<file path="src/rtl/tac_pkg.sv">
// package of constants and carrier types for the thermal alarm controller
package tac_pkg;
   // widths
   localparam int TAC_TEMP_W = 16;
   // temperature value after reset and in shutdown
   localparam logic [15:0] TAC_TEMP_SENTINEL = 16'h8000;
   // threshold reset values
   localparam logic [15:0] TAC_UPPER_RST = 16'h5000;
   localparam logic [15:0] TAC_LOWER_RST = 16'h4b00;
   // configuration field positions
   localparam int TAC_CFG_SHDN_BIT = 0;
   localparam int TAC_CFG_MODE_BIT = 1;
   localparam int TAC_CFG_POL_BIT = 2;
   localparam int TAC_CFG_DEPTH_LSB = 3;
   localparam logic [7:0] TAC_CFG_RST = 8'h00;
   // fault counts selected by the depth field
   localparam logic [2:0] TAC_DEPTH_1 = 3'h1;
   localparam logic [2:0] TAC_DEPTH_2 = 3'h2;
   localparam logic [2:0] TAC_DEPTH_4 = 3'h4;
   localparam logic [2:0] TAC_DEPTH_6 = 3'h6;
   localparam logic [2:0] TAC_COUNT_RST = 3'h0;

   // register writes and reads from the serial front end
   typedef struct packed {
      logic wr_upper;
      logic wr_lower;
      logic wr_cfg;
      logic rd_any;
      logic [15:0] wdata;
   } tac_host_t;

   // conversion result from the converter
   typedef struct packed {
      logic done;
      logic [15:0] value;
   } tac_conv_t;

   // decoded configuration
   typedef struct packed {
      logic [1:0] depth;
      logic act_high;
      logic int_mode;
      logic shutdown;
   } tac_cfg_t;

   typedef enum logic {TAC_SEEK_UPPER, TAC_SEEK_LOWER} tac_seek_t;
endpackage

</file>
<file path="src/rtl/tac_queue.sv">
// fault queue counter with depth decode
`timescale 1ns/1ps
module tac_queue
   import tac_pkg::*;
(
   input wire logic clk_sys,
   input wire logic resetn,
   input wire logic clear,
   input wire logic step,
   input wire logic fault,
   input wire logic [1:0] depth_sel,
   output logic reached
);
   logic [2:0] count_q, count_d;
   logic [2:0] depth;

   // depth field to a count
   function automatic logic [2:0] tac_depth(input logic [1:0] sel);
      unique case (sel)
         2'h0: tac_depth = TAC_DEPTH_1;
         2'h1: tac_depth = TAC_DEPTH_2;
         2'h2: tac_depth = TAC_DEPTH_4;
         2'h3: tac_depth = TAC_DEPTH_6;
      endcase
   endfunction

   assign depth = tac_depth(depth_sel);

   // count consecutive faults; a good conversion empties the queue, and so does
   // a completed queue, otherwise the opposite search would start part-filled
   always_comb begin
      count_d = count_q;
      if (clear) begin
         count_d = TAC_COUNT_RST;
      end else if (step) begin
         if (!fault) begin
            count_d = TAC_COUNT_RST;
         end else if (count_q + 3'h1 >= depth) begin
            count_d = TAC_COUNT_RST;
         end else begin
            count_d = count_q + 3'h1;
         end
      end
   end

   always_ff @(posedge clk_sys) begin
      if (!resetn) begin
         count_q <= TAC_COUNT_RST;
      end else begin
         count_q <= count_d;
      end
   end

   // combinational so the alarm moves on the same strobe that completes the queue
   assign reached = step && fault && !clear && (count_q + 3'h1 >= depth);
endmodule // tac_queue

</file>
<file path="src/rtl/tac_regs.sv">
// configuration and threshold storage
`timescale 1ns/1ps
module tac_regs
   import tac_pkg::*;
(
   input wire logic clk_sys,
   input wire logic resetn,
   input wire tac_host_t host,
   output logic [15:0] upper_q,
   output logic [15:0] lower_q,
   output tac_cfg_t cfg_q
);
   logic [15:0] upper_d, lower_d;
   tac_cfg_t cfg_d;

   // thresholds keep nine bits, low seven read as zero
   always_comb begin
      upper_d = upper_q;
      lower_d = lower_q;
      cfg_d = cfg_q;
      if (host.wr_upper) begin
         upper_d = {host.wdata[15:7], 7'h00};
      end
      if (host.wr_lower) begin
         lower_d = {host.wdata[15:7], 7'h00};
      end
      if (host.wr_cfg) begin
         cfg_d.shutdown = host.wdata[TAC_CFG_SHDN_BIT];
         cfg_d.int_mode = host.wdata[TAC_CFG_MODE_BIT];
         cfg_d.act_high = host.wdata[TAC_CFG_POL_BIT];
         cfg_d.depth = host.wdata[TAC_CFG_DEPTH_LSB +: 2];
      end
   end

   always_ff @(posedge clk_sys) begin
      if (!resetn) begin
         upper_q <= TAC_UPPER_RST;
         lower_q <= TAC_LOWER_RST;
         cfg_q <= tac_cfg_t'(TAC_CFG_RST[4:0]);
      end else begin
         upper_q <= upper_d;
         lower_q <= lower_d;
         cfg_q <= cfg_d;
      end
   end
endmodule // tac_regs

</file>
<file path="src/rtl/tac_top.sv">
// thermal alarm controller: fault queue, alarm modes and shutdown
// Behaviour
// comparator mode: alarm asserts after depth consecutive conversions above upper threshold
// comparator mode: alarm releases itself after depth conversions below lower threshold
// upper minus lower threshold forms the comparator hysteresis band
// interrupt mode starts by searching for an upper fault after queue clear
// interrupt mode alternates upper and lower fault searches after each release
// interrupt alarm holds until any register read, which flips the search
// interrupt mode: queue clear releases alarm and restarts upper search
// both interrupt fault types need depth consecutive faulting conversions
// upper threshold write during alarm releases it and restarts upper search
// shutdown bit set stops conversions and turns the converter off
// entering shutdown loads temperature value with 8000h
// temperature reads 8000h after shutdown until first new conversion
// fault queue held in reset throughout shutdown
// depth field selects one, two, four or six faults, default one
// in-tolerance conversion with alarm idle clears the fault queue
// threshold or configuration write clears the queue and releases the alarm
// config bit1 picks comparator or interrupt; bit2 picks alarm polarity
// fault evaluation happens once per single-cycle conversion strobe
`timescale 1ns/1ps
module tac_top
   import tac_pkg::*;
(
   input wire logic clk_sys,
   input wire logic resetn,
   input wire tac_host_t host,
   input wire tac_conv_t conv,
   output logic alarm_output,
   output logic conv_enable,
   output logic [15:0] temp_value,
   output logic [15:0] upper_trip_threshold,
   output logic [15:0] lower_release_threshold,
   output logic [7:0] config_value
);
   logic [15:0] upper_w, lower_w;
   tac_cfg_t cfg_w;
   logic alarm_q, alarm_d;
   tac_seek_t seek_q, seek_d;
   logic [15:0] temp_q, temp_d;
   logic pin_q, pin_d;
   logic conv_en_q, conv_en_d;
   logic [15:0] upper_o_q, lower_o_q;
   logic [7:0] cfg_o_q;
   logic q_clear, step, fault, reached;
   logic above, below;

   tac_regs u_regs (
      .clk_sys(clk_sys),
      .resetn(resetn),
      .host(host),
      .upper_q(upper_w),
      .lower_q(lower_w),
      .cfg_q(cfg_w)
   );

   // signed compare of a result against a threshold
   function automatic logic tac_gt(input logic [15:0] a, input logic [15:0] b);
      tac_gt = $signed(a) > $signed(b);
   endfunction

   // conversions are only honoured while running
   assign step = conv.done && !cfg_w.shutdown;
   assign above = tac_gt(conv.value, upper_w);
   assign below = tac_gt(lower_w, conv.value);

   // what counts as a fault depends on mode and alarm state
   always_comb begin
      fault = 1'b0;
      if (!cfg_w.int_mode) begin
         fault = alarm_q ? below : above;
      end else if (!alarm_q) begin
         fault = (seek_q == TAC_SEEK_UPPER) ? above : below;
      end
   end

   // any writing access or shutdown empties the queue; an in-tolerance
   // result with the alarm idle empties it inside the counter
   assign q_clear = host.wr_upper || host.wr_lower || host.wr_cfg
                    || cfg_w.shutdown;

   tac_queue u_queue (
      .clk_sys(clk_sys),
      .resetn(resetn),
      .clear(q_clear),
      .step(step),
      .fault(fault),
      .depth_sel(cfg_w.depth),
      .reached(reached)
   );

   // alarm and search direction
   always_comb begin
      alarm_d = alarm_q;
      seek_d = seek_q;
      if (q_clear) begin
         alarm_d = 1'b0;
         seek_d = TAC_SEEK_UPPER;
      end else if (!cfg_w.int_mode) begin
         if (reached) begin
            alarm_d = !alarm_q;
         end
      end else if (alarm_q) begin
         if (host.rd_any) begin
            alarm_d = 1'b0;
            seek_d = (seek_q == TAC_SEEK_UPPER) ? TAC_SEEK_LOWER : TAC_SEEK_UPPER;
         end
      end else if (reached) begin
         alarm_d = 1'b1;
      end
   end

   // temperature value, sentinel while shut down until a fresh result
   always_comb begin
      temp_d = temp_q;
      if (cfg_w.shutdown) begin
         temp_d = TAC_TEMP_SENTINEL;
      end else if (conv.done) begin
         temp_d = conv.value;
      end
   end

   // outputs all registered; pin polarity applied here
   always_comb begin
      pin_d = cfg_w.act_high ? alarm_d : !alarm_d;
      conv_en_d = !cfg_w.shutdown;
   end

   always_ff @(posedge clk_sys) begin
      if (!resetn) begin
         alarm_q <= 1'b0;
         seek_q <= TAC_SEEK_UPPER;
         temp_q <= TAC_TEMP_SENTINEL;
         pin_q <= 1'b1;
         conv_en_q <= 1'b1;
         upper_o_q <= TAC_UPPER_RST;
         lower_o_q <= TAC_LOWER_RST;
         cfg_o_q <= TAC_CFG_RST;
      end else begin
         alarm_q <= alarm_d;
         seek_q <= seek_d;
         temp_q <= temp_d;
         pin_q <= pin_d;
         conv_en_q <= conv_en_d;
         upper_o_q <= upper_w;
         lower_o_q <= lower_w;
         cfg_o_q <= {3'h0, cfg_w.depth, cfg_w.act_high, cfg_w.int_mode, cfg_w.shutdown};
      end
   end

   assign alarm_output = pin_q;
   assign conv_enable = conv_en_q;
   assign temp_value = temp_q;
   assign upper_trip_threshold = upper_o_q;
   assign lower_release_threshold = lower_o_q;
   assign config_value = cfg_o_q;
endmodule // tac_top

</file>
<file path="config.mk">
export PLATFORM = sky130hd
export DESIGN_NAME = tac_top
export DESIGN_NICKNAME = d
export VERILOG_FILES = /design/src/rtl/tac_pkg.sv /design/src/rtl/tac_queue.sv /design/src/rtl/tac_regs.sv /design/src/rtl/tac_top.sv
export SDC_FILE = /design/constraint.sdc
export NUM_CORES = 1
export LEC_CHECK = 0
export BUFFER_PORTS_ARGS = -buffer_cell sky130_fd_sc_hd__buf_2
export CAP_MARGIN = 20
export CORE_UTILIZATION = 50
export DETAILED_ROUTE_END_ITERATION = 12
export PLACE_DENSITY = 0.79
export SLEW_MARGIN = 20
export SYNTH_ARGS = -nofsm -noshare
export SYNTH_HDL_FRONTEND = slang
export SYNTH_SLANG_ARGS = --single-unit
</file>
<file path="constraint.sdc">
create_clock -name clk_sys -period 3.4 [get_ports clk_sys]
set_clock_uncertainty 0.2 [all_clocks]
set_input_delay 0.68 -clock clk_sys [delete_from_list [all_inputs] [get_ports clk_sys]]
set_output_delay 0.68 -clock clk_sys [all_outputs]
set_load 0.02 [all_outputs]
</file>
* Word-level counts from Yosys, hierarchy flattened
Cells that the tools add are included.
** Storage, ports and cells
- Flip-flop bits (word level) :: 72
- Output and inout port bits :: 58
- Bits of input ports :: 39
** Operators by class
- Bitwise gates (word level) :: 1
- Add/subtract/negate cells :: 1
- Mux-type cells :: 15
- Reduce and logical (&&, ||, !) cells :: 15
- Eq/ne operators :: 3
- $lt $le $gt $ge :: 3
** Operators by type and width (count)
- $gt A16 B16 Y1 :: 2
- $mux W1 :: 12
- $pmux W3 S4 :: 1
- $mux W3 :: 2
- $eq A2 B2 Y1 const B :: 2
- $logic_and A1 B1 Y1 :: 4
- $logic_not A1 Y1 :: 4
- $reduce_or A2 Y1 :: 2
- $add A3 B1 Y3 const B :: 1
- $ge A3 B3 Y1 :: 1
- $logic_or A1 B1 Y1 :: 3
- $reduce_and A3 Y1 :: 1
- $eq A2 B1 Y1 const B :: 1
- $logic_not A2 Y1 :: 1
- $not A1 Y1 :: 1

* Depth between registers and ports, before layout
- Depth after elaboration :: 13
- Gate-level depth with buffers :: 8
- Depth with buffers taken out :: 8

* Cells and area by module
A second synthesis with hierarchy kept.
** Second synthesis, totals
- Cell total of the unflattened synthesis :: 390
- Area total of the unflattened synthesis :: 3756.1 sq um
** Modules (own cells, without submodules)
- tac_top :: cells an instance 272, sequential area each 1141.1 sq um, area each 2546.2 sq um, times used 1
- tac_regs :: cells an instance 89, sequential area each 460.4 sq um, area each 968.4 sq um, times used 1
- tac_queue :: cells an instance 29, sequential area each 60.1 sq um, area each 241.5 sq um, times used 1

* Least setup slack after synthesis
Ideal clock, no wire load.
- Path type :: input -> register
- From :: in conv[15] (netlist name)
- To :: reg pin_q, in the netlist alarm_output
- Data arrival time :: 2.353 ns
- Setup slack :: 0.714 ns
- Stages on the path :: 8
- Library setup time :: 0.133 ns
- Buffers on the path :: 0
- Cell sequence :: inv_1 -> ha_1 -> and4_1 -> and2_0 -> a221o_1 -> a222oi_1 -> o31a_1 -> o21ai_1
** Between the ends
- Cells in the longest elaborated chain, start to end :: 13
- Elaborated cells on any way between the ends :: 16
- Those cells by class :: order compare (2); mux (10); reduce/logical (4)
** Ends and longest elaborated chain
- start: declaration :: line tac_top.sv:28 : input wire tac_conv_t conv,
- $gt A16 B16 Y1 :: line tac_top.sv:59 : tac_gt = $signed(a) > $signed(b);
- $mux W1 :: line tac_top.sv:73 : fault = (seek_q == TAC_SEEK_UPPER) ? above : below;
- $mux W1 :: line tac_top.sv:72 : end else if (!alarm_q) begin
- $mux W1 * :: line tac_top.sv:70 : if (!cfg_w.int_mode) begin
- $logic_and A1 B1 Y1 * (3 in series) :: line tac_queue.sv:55 : assign reached = step && fault && !clear && (count_q + 3'h1 >= depth);
- $mux W1 :: line tac_top.sv:108 : end else if (reached) begin
- $mux W1 :: line tac_top.sv:103 : end else if (alarm_q) begin
- $mux W1 * :: line tac_top.sv:99 : end else if (!cfg_w.int_mode) begin
- $mux W1 * :: line tac_top.sv:96 : if (q_clear) begin
- $logic_not A1 Y1 :: line tac_top.sv:125 : pin_d = cfg_w.act_high ? alarm_d : !alarm_d;
- $mux W1 * :: line tac_top.sv:125
- end signal: assignment :: line tac_top.sv:143 : pin_q <= pin_d;
- end: declaration :: line tac_top.sv:41 : logic pin_q, pin_d;
Every way passes the cells marked *; elsewhere a longest branch is shown, timed or not.
A chain may end at the register's enable or synchronous reset.

* Worst setup path after layout
Same ends and word-level chain as after synthesis.

==> qor.csv <==
metric,value,unit
place_ws,382,ps
core,0.00564,mm2
routabilityCongestion,0.873,
postSynthCellCount,312,
dr.pass1.iters,4,
synth_top_flop_cell,dfxtp_1,
nets,452,
cts_tree,built,
grt_max_degree,26,
crit_buf_inv,2,
synth_top_area_cell,dfxtp_1,
synthDistinctLibCells,45,
synth_edf_count,0,
cts_buffer_depth,2,
clockRootBuffer,clkbuf_8,
cap_violations,0,
power_density,492,mW/mm2
numCtsBuffers,9,
cpPeakStageDelay,540,ps
fin_crit_sh,79.4,%
hold_class,reg2reg,
period_needed,2700,ps
setup_viol,0,
cp.required,3410,ps
ctsResizeCount,0,
antenna_cells,0,
avgRoutedWirePerCell,13.1,um
syn_avg_cell_area,9.63,um2
cp_max_fo,3,
grt-ovfl-total,0,
start_util,53.2,%
worst_slew_pin_slew,520,ps
io_buffers,77,
grt_usage,21.5,%
std_cell_rows,27,
ant_nets,0,
cp_top_family,compound AO/OA/AOI/OAI gates,
synth_top_area_share,46.0,%
final_cells,467,
outcome,completed,
path_cells,buf_2 -> inv_1 -> ha_1 -> and4_1 -> and2_0 -> a221o_1 -> a222oi_1 -> o31a_1 -> o21ai_1,
synth-seq-cells,69,
dp.cells,452,
synth_top_cells_by_area,"dfxtp_1, mux2i_1, ha_1",
slew_headroom,65.4,%
viasPerCell,4.96,
dpl-instance-area,0.00339,mm2
seq_area_frac_synth,46.0,%
first_iter_violations,123,
holdWs,254,ps
worstSetupStartpointType,input pin,
drc,0,
critPathKind,in2reg,
grt_pass1_vias,2281,
async_reset_ff_share,0,%
clk_latency,330,ps
end_kind,flop,
htree_levels,3,
cts_hold_buf,0,
post_cts_buffers,0,
pin_count,97,
layout-drive-gt1-share,24.6,%
irDropWorstVdd,0.258,mV
antenna_found_initial,0,
slew_viol_final,0,
die_y,79.5,um
fin_ws,701,ps
hold_viol_final,0,
cts_sinks,69,
syn_to_final_growth,19.3,%
grt_first_pass_wirelength,10100,um
wl,6110,um
max_freq,0.370,GHz
dpl.hpwl,4620,um
rsz0062_at_grt,no,
die_width,79.5,um
power_leakage,1.81,nW
via_count,2318,
dieArea,0.00632,mm2
synth_warnings,0,
arrival,2710,ps
cts.clk_slew.worst_paths,70,ps
tns,0,ps
crit_slowest_cell,a222oi_1,
syn_area,0.00300,mm2
fin_area,0.00358,mm2
[kinds of logic after synthesis]
group	Yosys count	synth area share, %
AND/OR/NAND/NOR	95	15.6
flip-flops	69	46.0
buffers and inverters	55	9.08
multiplexers	37	12.4
AO/OA/AOI/OAI	31	7.12
adder cells (fa/ha/maj)	22	9.16
XOR/XNOR	2	0.583
other	1	0.125
[where the power goes]
group	switching [mW]	internal (mW)
logic	0.151	0.0934
registers	0.0194	0.848
clock network	0.275	0.376
[area by class of cell]
type | instances | area, um2
clock buffers | 14 | 163
flip-flops and latches | 69 | 1380
fillers | 493 | 2060
multi-input cells | 204 | 1410
well taps | 72 | 90.1
repair buffers | 80 | 408
inverters | 27 | 101
clock inverters | 1 | 30.0
[path summary, 6_finish.rpt]
| path | start | end | slack (ps) | cells after the start |
|---|---|---|---|---|
| min | u_regs.upper_q[12] | upper_trip_threshold[12] | 250 | 2 |
| max | conv[15] | alarm_output | 700 | 9 |
| min reg2reg | u_regs.upper_q[12] | upper_trip_threshold[12] | 250 | 2 |
| max reg2reg | u_regs.lower_q[11] | alarm_output | 900 | 7 |
[state kept, by name, summed over array words and instances, names as in the netlist]
signal and count:
conv_enable 1, u_regs.upper_q 9, seek_q 1, upper_trip_threshold 9, config_value 5, lower_release_threshold 9, alarm_output 1, alarm_q 1
u_regs.cfg_q 5, temp_value 16, u_queue.count_q 3, u_regs.lower_q 9
[worst register-to-register path: stages, from the launching register on]
cell and delay [ps]:
dfxtp_1 330, ha_1 300, and4_1 210, and2_0 160, a221o_1 380, a222oi_1 540
o31a_1 180, o21ai_1 60
[per-stage QoR]
step | total power [mW] | util, %
floorplan | 1.06 | -
finish | 1.76 | 63.5
CTS | 1.78 | 63.5
global route | 1.85 | 63.5
global placement | 1.12 | 60.1
detailed placement | 1.13 | 60.1
[cells in the mapped netlist (3+ instances only)]
library cell	number
nor2_1	47
inv_1	26
dfxtp_1	69
clkbuf_1	6
ha_1	22
and2_1	8
nand2b_1	6
mux2i_1	36
nand3_1	3
buf_4	17
a21oi_1	8
o211ai_1	5
o21ai_0	3
nand2_1	15
nor4_1	3
buf_1	3
[cells in the final DEF, fill, tap and decap left out, drive strengths merged, types with 2 or more instances in the layout]
| cell type | instances |
|---|---|
| buf | 80 |
| dfxtp | 69 |
| nor2 | 47 |
| mux2i | 36 |
| inv | 26 |
| ha | 22 |
| conb | 17 |
| nand2 | 15 |
| clkbuf | 14 |
| and2 | 9 |
| a21oi | 8 |
| nand2b | 6 |
| o211ai | 5 |
| nor4 | 4 |
| o21ai | 4 |
| nand3 | 3 |
| and4 | 3 |
| xor2 | 2 |
| nand4 | 2 |
| a211o | 2 |
| nor2b | 2 |
[per-layer routing]
metal  vias up  routed length, um  GRT usage (%)
met1      1081               2570           24.5
met5         -                  0              0
li1       1164                  -              -
met4         0                136           10.2
met2        63               3080           37.4
met3        10                322           5.14
Note: power is estimated with default switching activity, not from simulation.
